File: src/verilog/rck_consts.svh
// constants of the rolling code transmitter: offsets, fields, resets, timing
// assumes inclusion by bare name from the design files
`ifndef RCK_CONSTS_SVH
`define RCK_CONSTS_SVH
`define RCK_CLK_HZ        25000000
`define RCK_POLL_MS       10
`define RCK_HOLD_S        80
`define RCK_POLL_SAMPLES  3'h4
`define RCK_OFF_SEED      8'h00
`define RCK_OFF_KEY_ID    8'h04
`define RCK_OFF_CFG       8'h08
`define RCK_OFF_TIMING    8'h0c
`define RCK_OFF_CTRL      8'h10
`define RCK_OFF_STATUS    8'h14
`define RCK_OFF_CODE      8'h18
`define RCK_CFG_LONG      8
`define RCK_CFG_POL       9
`define RCK_CFG_HOLD_EN   10
`define RCK_CFG_XTAL      11
`define RCK_CFG_LED_SEL   12
`define RCK_SEED_RST      24'h000001
`define RCK_KEY_ID_RST    24'h000000
`define RCK_CFG_RST       13'h00a5
`define RCK_TIMING_RST    32'h0fa003e8
`define RCK_NIB_SHORT     4'h9
`define RCK_NIB_LONG      4'hc
`define RCK_RESP_OK       2'h0
`define RCK_RESP_SLV      2'h2
`define RCK_RESP_DEC      2'h3
`endif

File: src/verilog/rck_pkg.sv
// types of the rolling code transmitter
// assumes nothing of its surroundings
package rck_pkg;
	typedef enum logic [2:0] {
		ST_IDLE  = 3'h0,
		ST_GEN   = 3'h1,
		ST_SEND  = 3'h3,
		ST_STOP  = 3'h2,
		ST_PAUSE = 3'h6,
		ST_HALT  = 3'h4
	} rck_state_t;
	typedef enum logic [1:0] {
		RK_NONE = 2'h0,
		RK_CFG  = 2'h1,
		RK_CTRL = 2'h2,
		RK_RO   = 2'h3
	} rck_kind_t;
endpackage

File: src/verilog/rck_top.sv
// rolling code key transmitter: debounce, code generator, frame fifo, serializer
// assumes one 25 MHz clock, an AXI4-Lite master, and ce high during bus traffic
// How it works
// keys idle high; pressed after four low samples taken 10 ms apart
// a confirmed press raises its indication, wakes the fsm, sends a code
// every frame carries a code from a newly advanced generator, whose 40-bit result never equals the previous one
// configuration lives in writable registers that a lock bit freezes
// user state is a 24-bit seed, 24-bit key identity and 8-bit sync pattern
// 40 generator bits recombine into a 24- or 36-bit code by option
// the sync pattern leads each frame to help the receiver align
// generator mixes its registers non-linearly and feeds output back
// a timer derives bit period and pause from configuration
// rf power pin is low only while a frame is being sent, or with crystal and led select whenever the fsm is busy
// rc clock drives the led on the oscillator pin, crystal with led select on rf pin
// transmit pin carries the serial stream with configurable levels
// reset puts every piece of state except the fifo memory in its initial value
// polarity 0 idles low with ones high; polarity 1 inverts both
// frames repeat for as long as a key stays held
// with hold limit on, holding past 80 s stops frames and halts
// generator is its own module: seed, key id, advance, 40-bit result
`timescale 1ns/1ps
`default_nettype none
`include "rck_consts.svh"

module rck_fifo #(
	parameter int W = 4,
	parameter int D = 16
) (
	// clock
	input  wire logic                 clk,
	input  wire logic                 rst_n,
	input  wire logic                 ce,
	// fill side
	input  wire logic [W-1:0]         in_data,
	input  wire logic                 in_valid,
	output logic                      in_ready,
	// drain side
	output logic [W-1:0]              out_data,
	output logic                      out_valid,
	input  wire logic                 out_ready,
	output logic [$clog2(D):0]        level
);
	localparam int AW = $clog2(D);
	logic [W-1:0] mem [D];
	logic [AW:0]  wr_ptr_reg;
	logic [AW:0]  rd_ptr_reg;
	wire  logic   push = in_valid && in_ready;
	wire  logic   pop  = out_valid && out_ready && ce;

	assign level     = wr_ptr_reg - rd_ptr_reg;
	assign in_ready  = ce && (level != (AW+1)'(D));
	assign out_valid = (level != '0);
	assign out_data  = mem[rd_ptr_reg[AW-1:0]];

	always_ff @(posedge clk) begin
		if (push) begin
			mem[wr_ptr_reg[AW-1:0]] <= in_data;
		end
	end

	always_ff @(posedge clk) begin
		if (!rst_n) begin
			wr_ptr_reg <= '0;
			rd_ptr_reg <= '0;
		end else begin
			if (push) begin
				wr_ptr_reg <= wr_ptr_reg + 1'b1;
			end
			if (pop) begin
				rd_ptr_reg <= rd_ptr_reg + 1'b1;
			end
		end
	end
endmodule

// replaceable cipher stand-in; the 16-bit counter half guarantees no repeat within 65536 advances
module rck_gen (
	// clock
	input  wire logic        clk,
	input  wire logic        rst_n,
	// seed and identity
	input  wire logic [23:0] seed,
	input  wire logic [23:0] key_id,
	input  wire logic        load,
	// stepping
	input  wire logic        advance,
	output logic [39:0]      result
);
	logic [23:0] mix_reg;
	logic [15:0] cnt_reg;
	wire  logic  fb = mix_reg[23] ^ mix_reg[17] ^ (mix_reg[12] & mix_reg[3])
		^ (mix_reg[20] | mix_reg[7]) ^ result[5];

	assign result = {mix_reg ^ key_id, cnt_reg};

	always_ff @(posedge clk) begin
		if (!rst_n) begin
			mix_reg <= `RCK_SEED_RST;
			cnt_reg <= 16'h0;
		end else if (load) begin
			mix_reg <= seed;
			cnt_reg <= 16'h0;
		end else if (advance) begin
			mix_reg <= {mix_reg[22:0], fb};
			cnt_reg <= cnt_reg + 16'h1;
		end
	end
endmodule

module rck_top
	import rck_pkg::*;
#(
	parameter int unsigned POLL_CYC = `RCK_POLL_MS * (`RCK_CLK_HZ / 1000),
	parameter int unsigned HOLD_CYC = `RCK_HOLD_S * `RCK_CLK_HZ
) (
	// clock, reset, freeze
	input  wire logic        aclk,
	input  wire logic        aresetn,
	input  wire logic        ce,
	// axi4-lite write
	input  wire logic [7:0]  s_axi_awaddr,
	input  wire logic        s_axi_awvalid,
	output logic             s_axi_awready,
	input  wire logic [31:0] s_axi_wdata,
	input  wire logic [3:0]  s_axi_wstrb,
	input  wire logic        s_axi_wvalid,
	output logic             s_axi_wready,
	output logic [1:0]       s_axi_bresp,
	output logic             s_axi_bvalid,
	input  wire logic        s_axi_bready,
	// axi4-lite read
	input  wire logic [7:0]  s_axi_araddr,
	input  wire logic        s_axi_arvalid,
	output logic             s_axi_arready,
	output logic [31:0]      s_axi_rdata,
	output logic [1:0]       s_axi_rresp,
	output logic             s_axi_rvalid,
	input  wire logic        s_axi_rready,
	// keys and transmitter pins
	input  wire logic [3:0]  button_input_n,
	output logic [3:0]       key_pressed,
	output logic             tx_out,
	output logic             rf_stage_power_n,
	output logic             osc_output_pin
);
	function automatic rck_kind_t reg_kind(input logic [7:0] a);
		case (a)
			`RCK_OFF_SEED, `RCK_OFF_KEY_ID, `RCK_OFF_CFG, `RCK_OFF_TIMING: reg_kind = RK_CFG;
			`RCK_OFF_CTRL: reg_kind = RK_CTRL;
			`RCK_OFF_STATUS, `RCK_OFF_CODE: reg_kind = RK_RO;
			default: reg_kind = RK_NONE;
		endcase
	endfunction

	function automatic logic [31:0] wmerge(input logic [31:0] old, input logic [31:0] d,
		input logic [3:0] s);
		for (int b = 0; b < 4; b++) begin
			old[8*b +: 8] = s[b] ? d[8*b +: 8] : old[8*b +: 8];
		end
		wmerge = old;
	endfunction

	// debounce
	logic [31:0] poll_cnt_reg;
	logic [2:0]  low_cnt_reg [4];
	logic [3:0]  key_pressed_reg;
	wire  logic  poll_tick = (poll_cnt_reg == POLL_CYC - 32'h1);

	always_ff @(posedge aclk) begin
		if (!aresetn) begin
			poll_cnt_reg    <= 32'h0;
			key_pressed_reg <= 4'h0;
			for (int k = 0; k < 4; k++) begin
				low_cnt_reg[k] <= 3'h0;
			end
		end else if (ce) begin
			poll_cnt_reg <= poll_tick ? 32'h0 : poll_cnt_reg + 32'h1;
			for (int k = 0; k < 4; k++) begin
				if (poll_tick) begin
					low_cnt_reg[k] <= button_input_n[k] ? 3'h0 :
						(low_cnt_reg[k] == `RCK_POLL_SAMPLES) ? low_cnt_reg[k]
						: low_cnt_reg[k] + 3'h1;
					key_pressed_reg[k] <= !button_input_n[k] &&
						(low_cnt_reg[k] >= `RCK_POLL_SAMPLES - 3'h1);
				end
			end
		end
	end
	assign key_pressed = key_pressed_reg;

	chk_press_after_four: assert property (@(posedge aclk) disable iff (!aresetn)
		$rose(key_pressed_reg[0]) |-> $past(poll_tick) && $past(low_cnt_reg[0]) == 3'h3)
		else $error("key indication rose before four low samples");

	// register bus
	logic        aw_full_reg, w_full_reg, bvalid_reg, rvalid_reg, lock_reg;
	logic [7:0]  aw_addr_reg;
	logic [31:0] w_data_reg, rdata_reg, timing_reg;
	logic [3:0]  w_strb_reg;
	logic [1:0]  bresp_reg, rresp_reg;
	logic [23:0] seed_reg, key_id_reg;
	logic [12:0] cfg_reg;
	logic [35:0] code_reg;
	rck_state_t  state_reg, state_next;
	wire  logic [4:0]  fifo_level;
	wire  rck_kind_t   wr_kind  = reg_kind(aw_addr_reg);
	wire  rck_kind_t   rd_kind  = reg_kind(s_axi_araddr);
	wire  logic        do_write = ce && aw_full_reg && w_full_reg && !bvalid_reg;
	wire  logic        wr_cfg   = do_write && wr_kind == RK_CFG && !lock_reg;
	wire  logic        wr_seed  = wr_cfg && aw_addr_reg == `RCK_OFF_SEED;
	wire  logic [31:0] wr_val   = wmerge(32'h0, w_data_reg, w_strb_reg);
	wire  logic        rd_take  = s_axi_arvalid && s_axi_arready;
	wire  logic [1:0]  wr_resp  = (wr_kind == RK_NONE) ? `RCK_RESP_DEC :
		(wr_kind == RK_RO || (wr_kind == RK_CFG && lock_reg)) ? `RCK_RESP_SLV : `RCK_RESP_OK;
	wire  logic [31:0] rd_val   =
		(s_axi_araddr == `RCK_OFF_SEED)   ? {8'h0, seed_reg} :
		(s_axi_araddr == `RCK_OFF_KEY_ID) ? {8'h0, key_id_reg} :
		(s_axi_araddr == `RCK_OFF_CFG)    ? {19'h0, cfg_reg} :
		(s_axi_araddr == `RCK_OFF_TIMING) ? timing_reg :
		(s_axi_araddr == `RCK_OFF_CTRL)   ? {31'h0, lock_reg} :
		(s_axi_araddr == `RCK_OFF_STATUS) ? {19'h0, fifo_level, 1'b0, state_reg, key_pressed_reg} :
		(s_axi_araddr == `RCK_OFF_CODE)   ? code_reg[31:0] : 32'h0;

	assign s_axi_awready = ce && !aw_full_reg;
	assign s_axi_wready  = ce && !w_full_reg;
	assign s_axi_arready = ce && !rvalid_reg;
	assign s_axi_bvalid  = bvalid_reg;
	assign s_axi_bresp   = bresp_reg;
	assign s_axi_rvalid  = rvalid_reg;
	assign s_axi_rdata   = rdata_reg;
	assign s_axi_rresp   = rresp_reg;

	always_ff @(posedge aclk) begin
		if (!aresetn) begin
			aw_full_reg <= 1'b0;
			w_full_reg  <= 1'b0;
			bvalid_reg  <= 1'b0;
			rvalid_reg  <= 1'b0;
			aw_addr_reg <= 8'h0;
			w_data_reg  <= 32'h0;
			w_strb_reg  <= 4'h0;
			bresp_reg   <= `RCK_RESP_OK;
			rresp_reg   <= `RCK_RESP_OK;
			rdata_reg   <= 32'h0;
		end else if (ce) begin
			if (s_axi_awvalid && s_axi_awready) begin
				aw_full_reg <= 1'b1;
				aw_addr_reg <= s_axi_awaddr;
			end
			if (s_axi_wvalid && s_axi_wready) begin
				w_full_reg <= 1'b1;
				w_data_reg <= s_axi_wdata;
				w_strb_reg <= s_axi_wstrb;
			end
			if (do_write) begin
				aw_full_reg <= 1'b0;
				w_full_reg  <= 1'b0;
				bvalid_reg  <= 1'b1;
				bresp_reg   <= wr_resp;
			end else if (s_axi_bready) begin
				bvalid_reg <= 1'b0;
			end
			if (rd_take) begin
				rvalid_reg <= 1'b1;
				rdata_reg  <= rd_val;
				rresp_reg  <= (rd_kind == RK_NONE) ? `RCK_RESP_DEC : `RCK_RESP_OK;
			end else if (s_axi_rready) begin
				rvalid_reg <= 1'b0;
			end
		end
	end

	// lock is set-only so tampering needs a reset
	always_ff @(posedge aclk) begin
		if (!aresetn) begin
			seed_reg   <= `RCK_SEED_RST;
			key_id_reg <= `RCK_KEY_ID_RST;
			cfg_reg    <= `RCK_CFG_RST;
			timing_reg <= `RCK_TIMING_RST;
			lock_reg   <= 1'b0;
		end else if (wr_cfg) begin
			case (aw_addr_reg)
				`RCK_OFF_SEED:   seed_reg   <= 24'(wmerge({8'h0, seed_reg}, wr_val, w_strb_reg));
				`RCK_OFF_KEY_ID: key_id_reg <= 24'(wmerge({8'h0, key_id_reg}, wr_val, w_strb_reg));
				`RCK_OFF_CFG:    cfg_reg    <= 13'(wmerge({19'h0, cfg_reg}, wr_val, w_strb_reg));
				default:         timing_reg <= wmerge(timing_reg, wr_val, w_strb_reg);
			endcase
		end else if (do_write && wr_kind == RK_CTRL && w_strb_reg[0] && w_data_reg[0]) begin
			lock_reg <= 1'b1;
		end
	end

	chk_lock_freezes: assert property (@(posedge aclk) disable iff (!aresetn)
		(lock_reg && do_write) |=> $stable(seed_reg) && $stable(key_id_reg)
			&& $stable(cfg_reg) && $stable(timing_reg))
		else $error("configuration changed while locked");

	// sequencer and timer
	logic [15:0] timer_reg;
	logic [31:0] hold_cnt_reg;
	logic [47:0] frame_reg;
	logic [3:0]  nib_left_reg, sh_reg;
	logic [2:0]  bits_left_reg;
	logic        cur_bit_reg, tx_reg, rf_n_reg, osc_reg;
	wire  logic [39:0] gen_result;
	wire  logic [3:0]  fifo_out;
	wire  logic        fifo_in_ready, fifo_out_valid;
	wire  logic        long_code  = cfg_reg[`RCK_CFG_LONG];
	wire  logic        out_pol    = cfg_reg[`RCK_CFG_POL];
	wire  logic        led_on_rf  = cfg_reg[`RCK_CFG_XTAL] && cfg_reg[`RCK_CFG_LED_SEL];
	wire  logic        any_key    = |key_pressed_reg;
	wire  logic        hold_over  = cfg_reg[`RCK_CFG_HOLD_EN] && hold_cnt_reg > HOLD_CYC;
	wire  logic        bit_tick   = (timer_reg == 16'h0);
	wire  logic        tx_phase   = state_reg == ST_SEND || state_reg == ST_STOP;
	wire  logic        busy       = state_reg != ST_IDLE && state_reg != ST_HALT;
	wire  logic        gen_adv    = ce && state_next == ST_GEN && state_reg != ST_GEN;
	wire  logic        fifo_push  = state_reg == ST_SEND && nib_left_reg != 4'h0;
	wire  logic        fifo_take  = ce && state_reg == ST_SEND && bit_tick && bits_left_reg == 3'h0;
	wire  logic        pop        = fifo_take && fifo_out_valid;
	wire  logic        frame_done = fifo_take && !fifo_out_valid && nib_left_reg == 4'h0;
	wire  logic [23:0] code24     = gen_result[39:16] ^ {gen_result[15:0], 8'h00};
	wire  logic [35:0] code36     = {gen_result[39:28] ^ gen_result[11:0], gen_result[27:4]};
	wire  logic [47:0] frame_new  = long_code ? {cfg_reg[7:0], code36, key_pressed_reg}
		: {cfg_reg[7:0], code24, key_pressed_reg, 12'h000};
	wire  logic [15:0] timer_load = (state_next == ST_PAUSE && state_reg != ST_PAUSE) ?
		timing_reg[31:16] - 16'h1 : timing_reg[15:0] - 16'h1;

	always_comb begin
		state_next = state_reg;
		if (hold_over && state_reg != ST_HALT) begin
			state_next = ST_HALT;
		end else begin
			case (state_reg)
				ST_IDLE:  if (any_key) state_next = ST_GEN;
				ST_GEN:   state_next = ST_SEND;
				ST_SEND:  if (frame_done) state_next = ST_STOP;
				ST_STOP:  if (bit_tick) state_next = ST_PAUSE;
				ST_PAUSE: if (bit_tick) state_next = any_key ? ST_GEN : ST_IDLE;
				ST_HALT:  if (!any_key) state_next = ST_IDLE;
				default:  state_next = ST_IDLE;
			endcase
		end
	end

	rck_gen u_gen (
		.clk     (aclk),
		.rst_n   (aresetn),
		.seed    (seed_reg),
		.key_id  (key_id_reg),
		.load    (ce && wr_seed),
		.advance (gen_adv),
		.result  (gen_result)
	);

	// sixteen nibbles hold the longest frame, so the builder never waits on the drain
	rck_fifo #(.W(4), .D(16)) u_fifo (
		.clk       (aclk),
		.rst_n     (aresetn),
		.ce        (ce),
		.in_data   (frame_reg[47:44]),
		.in_valid  (fifo_push),
		.in_ready  (fifo_in_ready),
		.out_data  (fifo_out),
		.out_valid (fifo_out_valid),
		.out_ready (fifo_take),
		.level     (fifo_level)
	);

	always_ff @(posedge aclk) begin
		if (!aresetn) begin
			state_reg     <= ST_IDLE;
			timer_reg     <= 16'h0;
			hold_cnt_reg  <= 32'h0;
			frame_reg     <= 48'h0;
			code_reg      <= 36'h0;
			nib_left_reg  <= 4'h0;
			sh_reg        <= 4'h0;
			bits_left_reg <= 3'h0;
			cur_bit_reg   <= 1'b0;
		end else if (ce) begin
			state_reg    <= state_next;
			timer_reg    <= (state_next == ST_GEN) ? 16'h1 : bit_tick ? timer_load
				: timer_reg - 16'h1;
			hold_cnt_reg <= !any_key ? 32'h0 : (hold_cnt_reg > HOLD_CYC) ? hold_cnt_reg
				: hold_cnt_reg + 32'h1;
			if (state_reg == ST_GEN) begin
				frame_reg     <= frame_new;
				code_reg      <= long_code ? code36 : {12'h000, code24};
				nib_left_reg  <= long_code ? `RCK_NIB_LONG : `RCK_NIB_SHORT;
				bits_left_reg <= 3'h0;
				cur_bit_reg   <= 1'b0;
			end else if (fifo_push && fifo_in_ready) begin
				frame_reg    <= {frame_reg[43:0], 4'h0};
				nib_left_reg <= nib_left_reg - 4'h1;
			end
			if (pop) begin
				cur_bit_reg   <= fifo_out[3];
				sh_reg        <= {fifo_out[2:0], 1'b0};
				bits_left_reg <= 3'h3;
			end else if (state_reg == ST_SEND && bit_tick && bits_left_reg != 3'h0) begin
				cur_bit_reg   <= sh_reg[3];
				sh_reg        <= {sh_reg[2:0], 1'b0};
				bits_left_reg <= bits_left_reg - 3'h1;
			end else if (frame_done) begin
				cur_bit_reg <= 1'b1;
			end
		end
	end

	// pins lag the state by one cycle, all three alike
	always_ff @(posedge aclk) begin
		if (!aresetn) begin
			tx_reg   <= 1'b0;
			rf_n_reg <= 1'b1;
			osc_reg  <= 1'b1;
		end else if (ce) begin
			tx_reg   <= (tx_phase && cur_bit_reg) ^ out_pol;
			rf_n_reg <= !(led_on_rf ? busy : tx_phase);
			osc_reg  <= cfg_reg[`RCK_CFG_XTAL] || !busy;
		end
	end
	assign tx_out           = tx_reg;
	assign rf_stage_power_n = rf_n_reg;
	assign osc_output_pin   = osc_reg;

	chk_press_wakes_fsm: assert property (@(posedge aclk) disable iff (!aresetn)
		(ce && state_reg == ST_IDLE && any_key && !hold_over) |=> state_reg == ST_GEN)
		else $error("confirmed press did not start a frame");
	chk_code_rolls: assert property (@(posedge aclk) disable iff (!aresetn)
		gen_adv |=> gen_result != $past(gen_result))
		else $error("code repeated after advance");
	chk_code_width: assert property (@(posedge aclk) disable iff (!aresetn)
		(ce && state_reg == ST_GEN) |=>
			nib_left_reg == ($past(long_code) ? `RCK_NIB_LONG : `RCK_NIB_SHORT))
		else $error("frame length does not match code option");
	chk_sync_leads: assert property (@(posedge aclk) disable iff (!aresetn)
		(ce && state_reg == ST_GEN) |=> frame_reg[47:40] == $past(cfg_reg[7:0]))
		else $error("sync pattern not at frame head");
	chk_rf_only_tx: assert property (@(posedge aclk) disable iff (!aresetn)
		(!rf_stage_power_n && !$past(led_on_rf)) |-> $past(tx_phase))
		else $error("rf stage powered outside a frame");
	chk_idle_level: assert property (@(posedge aclk) disable iff (!aresetn)
		(ce && state_reg == ST_IDLE) |=> tx_out == $past(out_pol))
		else $error("transmit idle level wrong");
	chk_repeat_held: assert property (@(posedge aclk) disable iff (!aresetn)
		(ce && state_reg == ST_PAUSE && bit_tick && any_key
			&& !(cfg_reg[`RCK_CFG_HOLD_EN] && hold_cnt_reg >= HOLD_CYC))
			|=> state_reg == ST_GEN ##1 state_reg == ST_SEND)
		else $error("held key did not repeat the frame");
	chk_hold_halt: assert property (@(posedge aclk) disable iff (!aresetn)
		(ce && hold_over && state_reg != ST_HALT) |=> state_reg == ST_HALT)
		else $error("hold limit did not halt");
endmodule
`default_nettype wire
File: config.mk
export PLATFORM = sky130hd
export DESIGN_NAME = rck_top
export DESIGN_NICKNAME = d
export VERILOG_FILES = /design/src/verilog/rck_pkg.sv /design/src/verilog/rck_top.sv
export VERILOG_INCLUDE_DIRS = /design/src /design/src/verilog
export SDC_FILE = /design/constraint.sdc
export NUM_CORES = 1
export LEC_CHECK = 0
export ABC_AREA = 1
export BUFFER_PORTS_ARGS = -buffer_cell sky130_fd_sc_hd__buf_2
export CAP_MARGIN = 20
export CORE_MARGIN = 3
export CORE_UTILIZATION = 30
export DETAILED_ROUTE_END_ITERATION = 6
export PLACE_DENSITY = 0.56
export SLEW_MARGIN = 20
export SYNTH_ARGS = -nofsm -noshare
export SYNTH_HDL_FRONTEND = slang
export SYNTH_HIERARCHICAL = 1
export SYNTH_SLANG_ARGS = --single-unit
File: constraint.sdc
create_clock -name aclk -period 2.83 [get_ports aclk]
set_input_delay 0.1415 -clock aclk [delete_from_list [all_inputs] [get_ports aclk]]
set_output_delay 0.1415 -clock aclk [all_outputs]
set_load 0.01 [all_outputs]
# [Word level (Yosys, flattened, before mapping)]
# Memory sizes are Yosys's and may differ from the RTL's. A register that Yosys moved wholly into a read port is not among the register bits.
# Cells that the tools add are included.
[word_totals] regBits=410 elab_cells=298 memories=2 mem_bits_rw=76 output_inout_bits=48 input_bits=64
[mem_list] memory="u_fifo.mem" words=16 width=4 rd=1 rd_clocked_by_memory_dff=1 wr=1 line_no="rck_top.sv:44" rtl="logic [W-1:0] mem [D];"
[mem_list] memory="low_cnt_reg" words=4 width=3 rd=4 rd_clocked_by_memory_dff=0 wr=4 line_no="rck_top.sv:165" rtl="logic [2:0] low_cnt_reg [4];"
[classes] n_bitwise=17 order_cmp=5 n_mux=74 addsub=15 n_eq_ne=32 n_reduce_logical=112
[op_table] operator="two-way mux 32 bit" n=11
[op_table] operator="two-way mux 48 bit" n=2
[op_table] operator="two-way mux 3 bit" n=22
[op_table] operator="adder 32 x 1 -> 32 bit (second input constant)" n=2
[op_table] operator="== test 8 x 5 -> 1 bit (second input constant)" n=6
[op_table] operator="two-way mux 16 bit" n=3
[op_table] operator="two-way mux 24 bit" n=2
[op_table] operator="subtractor 16 x 1 -> 16 bit (second input constant)" n=3
[op_table] operator="XOR 24 bit" n=2
[op_table] operator="logical AND 1 bit" n=41
[op_table] operator="two-way mux 40 bit" n=1
[op_table] operator="AND reduction 3 bit" n=12
[op_table] operator="== test 32 x 18 -> 1 bit (second input constant)" n=1
[op_table] operator="== test 8 x 4 -> 1 bit (second input constant)" n=4
[op_table] operator="greater-than comparator 32 x 31 -> 1 bit (second input constant)" n=1
[op_table] operator="AND reduction 2 bit" n=16
[op_table] operator="two-way mux 4 bit" n=6
[op_table] operator="== test 3 bit (second input constant)" n=7
[op_table] operator="two-way mux 1 bit" n=21
[op_table] operator="case mux 3 bit (6 select lines)" n=1
[op_table] operator="adder 16 x 1 -> 16 bit (second input constant)" n=1
[op_table] operator="== test 8 x 3 -> 1 bit (second input constant)" n=2
[op_table] operator="logical NOT 16 bit" n=1
[op_table] operator="logical NOT 8 bit" n=2
[op_table] operator="other kinds (33)" n=85

# [Logic depth before layout (Yosys ltp)]
# Gate-level depths: netlist of run 1.
[depth] word_depth=14 mapped_depth=26 ltp_nobuf=26

# [By module]
# Netlist of run 1, hierarchy kept.
[by_module_without_submodules] module="rck_top" cells_per_inst=2479 n_inst=1 seq_area_each_um2=7527.2 area_per_inst_um2=17601.9
[by_module_without_submodules] module="rck_fifo" cells_per_inst=335 n_inst=1 seq_area_each_um2=2202.1 area_per_inst_um2=3628.5
[by_module_without_submodules] module="rck_gen" cells_per_inst=307 n_inst=1 seq_area_each_um2=800.8 area_per_inst_um2=2178.3

# [Worst setup path after synthesis of run 1]
# No wires, ideal clock.
[synth_timing] path_type="register to register" from="reg u_fifo.wr_ptr_reg[0]" to="reg u_gen.mix_reg[12]" path_slack_ns=-0.269 setup_ns=0.057 stages_incl_launch_ff=21 synth_period_minus_slack_ns=3.099 t_arrival_ns=3.043 required_ns=2.773 cell_sequence="dfxtp_1 inv_1 ha_1 inv_1 fa_1 or2_1 nor2_2 nand3_4 nor3_1 nand3_1 nand2_1 nand2_1 nand3_1 nor2_1 buf_6 nor2_1 inv_1 buf_4 o221ai_1 nand2_1 inv_1"
[synth_between] elab_chain_len=12
[synth_rtl] item="start, declared" line_no="rck_top.sv:45" rtl="logic [AW:0] wr_ptr_reg;"
[synth_rtl] item="start signal, assigned" line_no="rck_top.sv:67" rtl="wr_ptr_reg <= wr_ptr_reg + 1'b1;"
[synth_rtl] item="subtractor 5 bit" line_no="rck_top.sv:50" rtl="assign level = wr_ptr_reg - rd_ptr_reg;"
[synth_rtl] item="via fifo_level[1]" line_no="rck_top.sv:205" rtl="wire logic [4:0] fifo_level;"
[synth_rtl] item="nonzero test 5 bit" line_no="rck_top.sv:52" rtl="assign out_valid = (level != '0);"
[synth_rtl] item="via fifo_out_valid" line_no="rck_top.sv:307" rtl="wire logic fifo_in_ready, fifo_out_valid;"
[synth_rtl] item="logical NOT 1 bit" line_no="rck_top.sv:320" rtl="wire logic frame_done = fifo_take && !fifo_out_valid && nib_left_reg == 4'h0;"
[synth_rtl] item="logical AND 1 bit (2 in series)" line_no="rck_top.sv:320"
[synth_rtl] item="two-way mux 3 bit" line_no="rck_top.sv:336" rtl="ST_SEND: if (frame_done) state_next = ST_STOP;"
[synth_rtl] item="case mux 3 bit (6 select lines)" line_no="rck_top.sv:333" rtl="case (state_reg)"
[synth_rtl] item="two-way mux 3 bit" line_no="rck_top.sv:330" rtl="if (hold_over && state_reg != ST_HALT) begin"
[synth_rtl] item="== test 3 x 1 -> 1 bit" line_no="rck_top.sv:316" rtl="wire logic gen_adv = ce && state_next == ST_GEN && state_reg != ST_GEN;"
[synth_rtl] item="logical AND 1 bit (2 in series)" line_no="rck_top.sv:316"
[synth_rtl] item="via gen_adv" line_no="rck_top.sv:316"
[synth_rtl] item="nonzero test 2 bit (no line)"
[synth_rtl] item="end signal, assigned" line_no="rck_top.sv:98" rtl="mix_reg <= `RCK_SEED_RST;"
[synth_rtl] item="end signal, assigned" line_no="rck_top.sv:104" rtl="mix_reg <= {mix_reg[22:0], fb};"
[synth_rtl] item="end, declared" line_no="rck_top.sv:89" rtl="logic [23:0] mix_reg;"
# The timed path passes the listed nets, and every way through them passes these cells.
# A chain may end at the register's enable or synchronous reset.

# [Final worst setup path of run 1]
[layout_timing] from="reg u_fifo.wr_ptr_reg[0]" to="reg u_gen.cnt_reg[11]"
[layout_between] elab_chain_len=11
[layout_rtl] item="subtractor 5 bit" line_no="rck_top.sv:50"
[layout_rtl] item="nonzero test 5 bit" line_no="rck_top.sv:52"
[layout_rtl] item="via fifo_out_valid" line_no="rck_top.sv:307"
[layout_rtl] item="logical NOT 1 bit" line_no="rck_top.sv:320"
[layout_rtl] item="logical AND 1 bit (2 in series)" line_no="rck_top.sv:320"
[layout_rtl] item="two-way mux 3 bit" line_no="rck_top.sv:336"
[layout_rtl] item="case mux 3 bit (6 select lines)" line_no="rck_top.sv:333"
[layout_rtl] item="two-way mux 3 bit" line_no="rck_top.sv:330"
[layout_rtl] item="== test 3 x 1 -> 1 bit" line_no="rck_top.sv:316"
[layout_rtl] item="logical AND 1 bit (2 in series)" line_no="rck_top.sv:316"
[layout_rtl] item="via gen_adv" line_no="rck_top.sv:316"
[layout_rtl] item="end signal, assigned" line_no="rck_top.sv:105" rtl="cnt_reg <= cnt_reg + 16'h1;"
[layout_rtl] item="end, declared" line_no="rck_top.sv:90" rtl="logic [15:0] cnt_reg;"
# The timed path passes the listed nets, and every way through them passes these cells.

==> flow_summary.toml, run 1 <==
[timing]
period_minus_slack_ns = 2.81
finalHoldWorstSlack_ns = 0.0834
finalClockSkew_ns = 0.0716
max_slew_margin = 0.489
drv_slew = 0
rsz0062_at_grt = "yes"
fin_crit_sh = 0.994
fmax_mhz = 356
tightest_slew_ns = 0.765
setup_violations = 0
final-hold-violation-count = 0

[logic_synthesis]
synth_edf_count = 76
yosysTopAreaCellShare = 0.352
async_flop_share = 0
yosysTopAreaCell = "dfxtp_1"
ys_ff_latch = 488
syn_area_per_cell_um2 = 7.50
yosysUniqueCellTypes = 68
synth.yosys.seq_area_share = 0.450
yosysWarningCount = 6
syn_area_um2 = 23400
synthTopCellsByArea = "dfxtp_1, edfxtp_1, nand2_1, o21ai_0, a21oi_1"
synth_ff_type = "dfxtp_1"
netlist_instances = 3121
syn_nets = 3215

[floorplan]
die-area_um2 = 81400
rows = 101
ios = 112
die_y_um = 285
die_w_um = 285
start_util = 0.306
coreArea_um2 = 76600

[final_layout]
fillers = 7999
nets = 3452
final_cell_mix = "nand2_1, dfxtp_1, inv_1"
seqCellArea_um2 = 10500
drive_above_1_share = 0.136
syn_to_final_growth_pct = 23.0
largest_reg_flops = 64
multi_input_area_um2 = 11000
final_area_um2 = 28800
final_common_cell = "nand2_1"
n_antenna_cell = 0

[run_status]
outcome = "finished clean"

[critical_path]
cp-startpoint = "u_fifo/wr_ptr_reg[0]"
worstSetupPathType = "flop to flop"
critPathArrivalTime_ns = 3.36
r2r_slack_ns = 0.02
reg2reg_to = "u_gen/cnt_reg[11]"
reg2reg_depth = 23
cp-end-kind = "flop"
cp-start-kind = "flop"
cp-endpoint = "u_gen/cnt_reg[11]"
cp_max_fo = 6
r2r_start = "u_fifo/wr_ptr_reg[0]"
crit_required_ns = 3.37

[power]
p_leak_nw = 11.2
pwr-share-clk = 0.444
ir_worst_vdd_mv = 0.479
powerDensity_nw_per_um2 = 611
pwr-share-comb = 0.134
power_switching_w = 0.00480
sw_frac_of_total = 0.273
internal-power_w = 0.0128
p_seq_frac = 0.421

[cts]
h-tree-depth = 2
clockBufferDepth = 3
cts.sinks = 488
clock_latency_ns = 0.67
cts_root_buf = "clkbuf_16"
cts_tree = "built"
cts_made_buffers = 55
clk_pin_slew_ns = 0.06

[global_routing]
grt_max_degree = 126
grt_usage = 0.179
grt_pass1_wl_um = 118000
grt_overflow_total = 0
antenna_found_initial = 1
grt_pass1_vias = 20800

[run]
cap_viol_max_count = 0

[detailed_routing]
via_per_inst = 4.89
drt-initial-drc-count = 1748
vias = 21700
post_drt_wl_per_cell_um = 16.8
drt-pass1-iter-count = 5
wirelength_um = 74300
route.antenna.remaining_nets = 0
drc_errors = 0

[placement]
dpl.hpwl_um = 53400
place_area_um2 = 25800
gp_congestion = 0.857
numPortBuffers = 111

[min_path]
worst_hold_path_type = "primary input to flop"
-- power groups by stage --
stage	clock network (W)	registers (W)	logic, W
6_report	0.00781	0.00741	0.00236
5_1_grt	0.00825	0.00743	0.00268
4_1_cts	0.00797	0.00741	0.00226
3_5_place_dp	0	0.00755	0.00217
3_3_place_gp	0	0.00755	0.00217
2_1_floorplan	0	0.00749	0.00156
-- stage by stage --
stage | utilization | setup TNS, ns | std cells | setup WS (ns) | power [W]
after global routing | 0.376 | -4.81 | 4435 | -0.226 | 0.0184
after CTS | 0.374 | -0.00683 | 4433 | -0.00683 | 0.0176
after floorplan | - | 0 | 3121 | 0.00591 | 0.00905
after detailed placement | 0.336 | -1.40 | 4244 | -0.130 | 0.00972
final | 0.376 | 0 | 4435 | 0.0171 | 0.0176
after global placement | 0.336 | -0.546 | 4244 | -0.101 | 0.00972
-- what timing repair did --
| action | in CTS | in global routing |
|---|---|---|
| buffers inserted | 10 | 4 |
| pin swaps | 4 | 11 |
| hold endpoints to repair | 74 | 0 |
| resized for setup | 10 | 51 |
| hold buffers | 75 | 0 |
| endpoints found under the setup margin | 23 | 70 |
-- per-layer routing --
layer	track usage	vias to the layer above	wire length [µm]
met5	0	-	13
met4	0.0568	2	2230
met3	0.0225	127	3520
met2	0.299	479	34800
met1	0.240	10200	33800
li1	-	10900	-
-- how the worst min path moves through the flow --
stage                        to             from  cells after the start
6_report         aw_addr_reg[3]    s_axi_awvalid                      3
3_5_place_dp       s_axi_rvalid     s_axi_rready                      4
3_3_place_gp       s_axi_rvalid     s_axi_rready                      4
2_1_floorplan  u_gen/mix_reg[7]          aresetn                      2
4_1_cts          aw_addr_reg[3]    s_axi_awvalid                      3
5_1_grt         s_axi_rdata[30]  s_axi_araddr[2]                      5
-- cells in the mapped netlist (5+ instances only) --
library cell / instances
nand2_1: 597
dfxtp_1: 412
inv_1: 379
o21ai_0: 334
a21oi_1: 311
nor2_1: 273
nand3_1: 111
clkbuf_1: 109
edfxtp_1: 76
a31oi_1: 55
nor3_1: 50
nand4_1: 41
o211ai_1: 41
xor2_1: 40
ha_1: 29
nor4_1: 29
nor2_2: 18
mux2i_1: 16
a221oi_1: 14
o221ai_1: 11
buf_1: 10
buf_2: 10
inv_2: 10
nand2_2: 10
xnor2_1: 10
a41oi_1: 9
a211oi_1: 8
buf_4: 7
nand3_2: 6
o2111ai_1: 6
o21bai_1: 6
nand2_4: 5
nand3_4: 5
nor3_4: 5
o21ai_1: 5
o22ai_1: 5
-- critical path, stage by stage, from the launching register on --
cell,delay [ns]
dfxtp_2,0.32
inv_2,0.07
ha_4,0.13
inv_2,0.04
fa_2,0.37
nand3_2,0.09
nand3_1,0.10
nand2_1,0.09
nand2_2,0.07
nand3_4,0.08
nor3_2,0.04
nand3_1,0.10
nand2_1,0.07
nand2_2,0.08
nand3_2,0.10
nor2_4,0.11
buf_12,0.15
nand2_8,0.06
nor2_8,0.14
nand4_1,0.11
nor2_2,0.16
buf_4,0.13
nor2_1,0.03
nor2_1,0.10
-- layout make-up --
| type | instances | share of cell area |
|---|---|---|
| clock buffers | 74 | 0.0527 |
| inverters | 396 | 0.0521 |
| multi-input cells | 2098 | 0.382 |
| well taps | 1030 | 0.0448 |
| repair buffers | 319 | 0.0855 |
| flip-flops and latches | 488 | 0.366 |
| clock inverters | 30 | 0.0168 |
-- cell families (layout without fill, tap and decap cells) --
| logic type | count (synthesis) | count (layout) | synth area share |
|---|---|---|---|
| xor+xnor | 51 | 51 | 0.0194 |
| mux | 16 | 16 | 0.00684 |
| fa+ha+maj | 30 | 30 | 0.0164 |
| flops | 488 | 488 | 0.450 |
| simple gates | 1171 | 1171 | 0.221 |
| buf+inv | 535 | 819 | 0.0889 |
| compound gates | 830 | 830 | 0.197 |
No activity file was read; power rests on OpenSTA's default activity.
==> run 2, diff against run 1 <==
- CELL_PAD_IN_SITES_DETAIL_PLACEMENT: default -> 0
- CELL_PAD_IN_SITES_GLOBAL_PLACEMENT: default -> 1
- PLACE_DENSITY: 0.56 -> 0.68
==> run 2 against run 1 <==
  * The flow now finishes with violations (setup timing)
  * Combinational power about the same
  * Maximum frequency decreased by 3.7%
  * Clock power about the same
  * Highest routed layer is now met4
  * Clock skew increased by 0.0016 ns
  * Power about the same
  * Die area did not move
  * Critical path type unchanged
  * Worst setup slack got worse by 0.11 ns
  * Sequential share of layout area fell by 0.11 points
  * Wire length is 4.8% higher
  * Flip-flop and latch count did not move
  * Sequential power hardly changed
==> flow_summary.toml, run 2 (synthesized netlist as in run 1, its figures left out) <==
[run_status]
outcome = "finished, violations left"
violations = "setup timing"

[final_layout]
nets = 3461
final_common_cell = "nand2_1"
drive_above_1_share = 0.137
final_cell_mix = "nand2_1, dfxtp_1, inv_1"
largest_reg_flops = 64
n_antenna_cell = 0
syn_to_final_growth_pct = 23.4

[cts]
cts_made_buffers = 58
clock_latency_ns = 0.67
h-tree-depth = 2
clk_pin_slew_ns = 0.06
clockBufferDepth = 3
cts_root_buf = "clkbuf_16"
cts_tree = "built"
cts.sinks = 488

[power]
pwr-share-comb = 0.132
pwr-share-clk = 0.446
p_seq_frac = 0.422
powerDensity_nw_per_um2 = 609
power_switching_w = 0.00488
sw_frac_of_total = 0.277
p_leak_nw = 11.3
internal-power_w = 0.0127
ir_worst_vdd_mv = 0.517
p_total_w = 0.0176

[global_routing]
grt_usage = 0.185
grt_max_degree = 121
grt_pass1_wl_um = 120000
antenna_found_initial = 0
grt_overflow_total = 0
grt_pass1_vias = 20500

[detailed_routing]
drt-pass1-iter-count = 6
post_drt_wl_per_cell_um = 17.5
route.antenna.remaining_nets = 0
vias = 21500
drt-initial-drc-count = 1582
drc_errors = 0
wirelength_um = 77900
via_per_inst = 4.83

[critical_path]
reg2reg_depth = 21
max_stage_delay_ns = 0.52
r2r_slack_ns = -0.09
reg2reg_to = "u_gen/cnt_reg[15]"
critPathArrivalTime_ns = 3.42
r2r_start = "u_fifo/wr_ptr_reg[0]"
cp-endpoint = "u_gen/cnt_reg[15]"
cp-end-kind = "flop"
crit_required_ns = 3.33
worstPathCellList = "inv_2, ha_4, inv_4, fa_2, or2_1, nor2_4, nand3_4, nor3_2, nand3_1, nand2_1, nand2_2, nand3_2, nor2_4, buf_12, nand2_8, nor2_8, nand4_1, nor2_2, nand3_1, nand2_1, nor2_1"
cp_max_fo = 6
worstSetupPathType = "flop to flop"
cp-startpoint = "u_fifo/wr_ptr_reg[0]"
cp-start-kind = "flop"
crit_slowest_cell = "fa_2"

[timing]
drv_slew = 0
finalHoldWorstSlack_ns = 0.0528
rsz0062_at_grt = "yes"
final-hold-violation-count = 0
finalClockSkew_ns = 0.0732
period_minus_slack_ns = 2.92
tightest_slew_ns = 0.766
max_slew_margin = 0.489
postLayoutSetupSlackWorst_ns = -0.0900
fmax_mhz = 342
fin_crit_sh = 1.03
setup_violations = 26

[floorplan]
die_y_um = 285
die-area_um2 = 81400
start_util = 0.306
ios = 112
die_w_um = 285
rows = 101
coreArea_um2 = 76600

[run]
cap_viol_max_count = 0

[placement]
numPortBuffers = 111
dpl.hpwl_um = 55700
gp_congestion = 0.896

[min_path]
worst_hold_path_type = "primary input to flop"
## run 2: changes by cell type in the layout (fill, tap and decap cells not counted), sizes merged
| cell | previous run | this run |
|---|---|---|
| clkbuf | 74 | 87 |
| buf | 244 | 251 |
| clkinv | 22 | 16 |
| bufinv | 10 | 5 |
| clkinvlp | 3 | 5 |
| dlygate4sd3 | 75 | 73 |
| inv | 391 | 390 |
## run 2: metal layers
layer / vias to the layer above / global-route usage / routed length, µm
met5: - / 0 / 0
met4: 0 / 0.0554 / 2210
met3: 103 / 0.0234 / 3240
met2: 406 / 0.304 / 36000
met1: 9988 / 0.255 / 36400
li1: 11000 / - / -
## run 2: cell type report
class,count,area (µm²)
Tap cell,1030,1290
Multi-Input combinational cell,2098,11000
Timing Repair Buffer,325,2510
Fill cell,8137,47700
Clock inverter,20,308
Sequential cell,488,10500
Clock buffer,86,1720
Inverter,396,1510
## run 2: power groups by stage
stage          clock, W  combinational [W]  sequential (W)
4_1_cts         0.00804            0.00228         0.00741
2_1_floorplan         0            0.00156         0.00749
6_report        0.00784            0.00233         0.00741
3_5_place_dp          0            0.00219         0.00756
5_1_grt         0.00831            0.00264         0.00743
3_3_place_gp          0            0.00220         0.00756
## run 2: worst max-delay path, delay by kind of cell, from the launching register on
kind / cells / cell delay (ns)
flip-flops: 1 / 0.32
adder cells (fa/ha/maj): 2 / 0.66
AND/OR/NAND/NOR: 16 / 1.51
buffers and inverters: 3 / 0.26
## run 2: how the worst min path moves through the flow
stage / startpoint / endpoint / slack (ns) / cells after the start
after floorplan: aresetn / u_gen/mix_reg[7] / 0.27 / 2
after global placement: s_axi_bready / s_axi_bvalid / 0.42 / 4
after detailed placement: s_axi_bready / s_axi_bvalid / 0.42 / 4
after CTS: ce / poll_cnt_reg[3] / 0.01 / 4
after global routing: ce / poll_cnt_reg[2] / 0.05 / 3
final: ce / poll_cnt_reg[2] / 0.05 / 3
## run 2: timing repair
item | 4_1_cts | 5_1_grt
hold buffers | 73 | 0
setup endpoints to repair | 48 | 79
gates resized for setup | 14 | 50
pin swaps | 5 | 7
cloned | 0 | 2
endpoints found under the hold margin | 66 | 0
buffers inserted | 10 | 5
## run 2: stage by stage
stage	util	setup WS (ns)	TNS, ns	instance area [µm²]	cells
3_5_place_dp	0.337	-0.178	-3.36	25800	4250
5_1_grt	0.377	-0.313	-9.19	28900	4443
3_3_place_gp	0.337	-0.141	-1.52	25800	4250
4_1_cts	0.374	-0.0806	-0.248	28700	4439
2_1_floorplan	-	0.00591	0	23400	3121
6_report	0.377	-0.0900	-1.27	28900	4443
==> run 3, diff against run 2 <==
- ABC_AREA: 1 -> default
- CORE_UTILIZATION: 30 -> 40
- PLACE_DENSITY: 0.68 -> 0.82
==> run 3 against run 2 <==
  * The flow still finishes with violations (setup timing)
  * Combinational power increased by 6%
  * Area after synthesis decreased by 3.5%
  * Synthesized cell count shrank 17%
  * Largest power group is now sequential cells
==> flow_summary.toml, run 3 <==
[min_path]
hold_depth = 3
worst_hold_path_type = "primary input to flop"
min_from = "s_axi_arvalid"

[timing]
rsz0062_at_grt = "yes"
max_slew_margin = 0.390
final-hold-violation-count = 0
finalClockSkew_ns = 0.0433
postLayoutSetupSlackWorst_ns = -0.458
fmax_mhz = 304
tightest_slew_ns = 0.915
fin_crit_sh = 1.16
setup_tns_ns = -27.34
drv_slew = 0
setup_violations = 107
period_minus_slack_ns = 3.29

[logic_synthesis]
ys_ff_latch = 488
yosysTopAreaCell = "dfxtp_1"
syn_area_per_cell_um2 = 8.70
ys_top_cells_by_count = "nand2_1, dfxtp_1, nor2_1"
yosysTopAreaCellShare = 0.365
synth_adder_area_share = 0.0170
syn_area_um2 = 22600
synth_top_family_by_area = "simple AND/OR/NAND/NOR gates"
synth_compound_area_frac = 0.148
synthTopCellsByArea = "dfxtp_1, edfxtp_1, nand2_1, a21oi_1, xor2_1"
syn_nets = 2691
synth.yosys.seq_area_share = 0.466
async_flop_share = 0
yosysWarningCount = 6
synthMuxAreaShare = 0.0529
synth_ff_type = "dfxtp_1"
synth_xor_area_frac = 0.0543
yosys.area_share.simple = 0.225
yosysUniqueCellTypes = 80
synth_edf_count = 76
synth.most_common_cell = "nand2_1"
netlist_instances = 2597

[final_layout]
instances_no_fill = 3676
n_antenna_cell = 0
multi_input_area_um2 = 12100
nets = 2984
largest_reg_flops = 64
fillers = 5108
drive_above_1_share = 0.216
final_cell_mix = "nand2_1, dfxtp_1, buf_4"
final_area_um2 = 28800
seqCellArea_um2 = 10500
syn_to_final_growth_pct = 27.5
final_common_cell = "nand2_1"

[floorplan]
die-area_um2 = 59300
ios = 112
die_w_um = 244
die_y_um = 244
start_util = 0.407
coreArea_um2 = 55500
rows = 86

[global_routing]
grt_pass1_wl_um = 113000
grt_usage = 0.240
grt_overflow_total = 0
grt_max_degree = 156
antenna_found_initial = 0
grt_pass1_vias = 19500

[placement]
dpl.hpwl_um = 51700
numPortBuffers = 111
gp_congestion = 0.972
place_area_um2 = 25000
dp.cells = 3473

[critical_path]
worstSetupPathType = "flop to flop"
cp-startpoint = "u_fifo/wr_ptr_reg[0]"
crit_slowest_cell = "or4_1"
worstPathCellList = "inv_2, ha_4, inv_2, fa_2, nor3b_2, nand4b_1, a2bb2oi_4, inv_2, nor2b_2, nand3_1, o211ai_1, a21oi_2, nand2_2, buf_12, nand3_4, or4_1, nand3_1"
cp-start-kind = "flop"
r2r_start = "u_fifo/wr_ptr_reg[0]"
timing.critical_path.mode_cell = "inv_2"
cp_top_family = "simple AND/OR/NAND/NOR gates"
max_stage_delay_ns = 0.52
critPathArrivalTime_ns = 3.84
crit_required_ns = 3.38
path_depth = 17
critPathBufInv = 4
reg2reg_depth = 17
cp_max_fo = 6
cp-end-kind = "flop"

[run]
cap_viol_max_count = 0

[detailed_routing]
route.antenna.remaining_nets = 0
drc_errors = 0
drt-initial-drc-count = 1729
via_per_inst = 5.54
drt-pass1-iter-count = 5
vias = 20300
wirelength_um = 73700
post_drt_wl_per_cell_um = 20.1

[cts]
cts_tree = "built"
cts_made_buffers = 52
clockBufferDepth = 3
cts_root_buf = "clkbuf_16"
clk_pin_slew_ns = 0.06
h-tree-depth = 2
cts.sinks = 488
clock_latency_ns = 0.63

[power]
ir_worst_vdd_mv = 0.464
pwr-share-clk = 0.408
internal-power_w = 0.0122
power_switching_w = 0.00431
pwr-share-comb = 0.149
p_seq_frac = 0.442
sw_frac_of_total = 0.261
p_leak_nw = 10.7
powerDensity_nw_per_um2 = 573

[run_status]
violations = "setup timing"
outcome = "finished, violations left"
[run 3: power groups by stage]
stage / Combinational, W / Clock (W) / Sequential, W
CTS: 0.00233 / 0.00684 / 0.00729
detailed placement: 0.00202 / 0 / 0.00744
global route: 0.00265 / 0.00711 / 0.00731
global placement: 0.00199 / 0 / 0.00744
finish: 0.00246 / 0.00674 / 0.00730
floorplan: 0.00115 / 0 / 0.00743
[run 3: through the flow]
| stage | util | power (W) | hold WS, ns | setup slack [ns] |
|---|---|---|---|---|
| floorplan | - | 0.00858 | 0.263 | -0.357 |
| global placement | 0.451 | 0.00943 | 0.395 | -0.568 |
| detailed placement | 0.451 | 0.00946 | 0.404 | -0.572 |
| CTS | 0.506 | 0.0165 | 0.0853 | -0.481 |
| global route | 0.519 | 0.0171 | 0.160 | -0.656 |
| finish | 0.519 | 0.0165 | 0.136 | -0.458 |
[run 3: tightest hold or removal path: stages]
cell,delay [ns]
buf_2,0.10
and2_1,0.28
a31oi_1,0.19
[run 3: per-layer routing]
layer | share of wire | vias up | wire [µm] | GRT usage
met2 | 0.46 | 757 | 33900 | 0.386
met3 | 0.070 | 138 | 5120 | 0.0387
li1 | - | 9671 | - | -
met1 | 0.43 | 9781 | 31500 | 0.320
met4 | 0.042 | 0 | 3090 | 0.103
met5 | 0 | - | 0 | 0
[run 3: repair_timing]
| action | in CTS | in global routing |
|---|---|---|
| endpoints found under the hold margin | 81 | 0 |
| endpoints found under the setup margin | 128 | 133 |
| setup buffers | 26 | 14 |
| gates resized for setup | 87 | 136 |
| pin swaps | 32 | 53 |
| gates cloned | 9 | 4 |
| hold buffers | 63 | 0 |
[run 3: worst paths after layout]
check                                       to  slack [ns]
worst max-delay path             timer_reg[15]       -0.46
worst min-delay path            s_axi_rdata[5]        0.14
worst max register to register   timer_reg[15]       -0.46
worst min register to register  w_data_reg[31]        0.46
[run 3: cell families (layout without fill, tap and decap cells)]
family          after synthesis  count (layout)
compound gates              526             526
xor+xnor                    140             140
fa+ha+maj                    30              30
buf+inv                     211             542
flops                       488             488
mux                          94              94
simple gates               1108            1108
[run 3: layout make-up]
type                       instances  share of cell area
tap                              748              0.0325
multi-input combinational       1898               0.419
clock inverter                    27             0.00830
clock buffer                      65              0.0494
timing repair buffer             408               0.119
sequential                       488               0.366
inverter                          42             0.00565
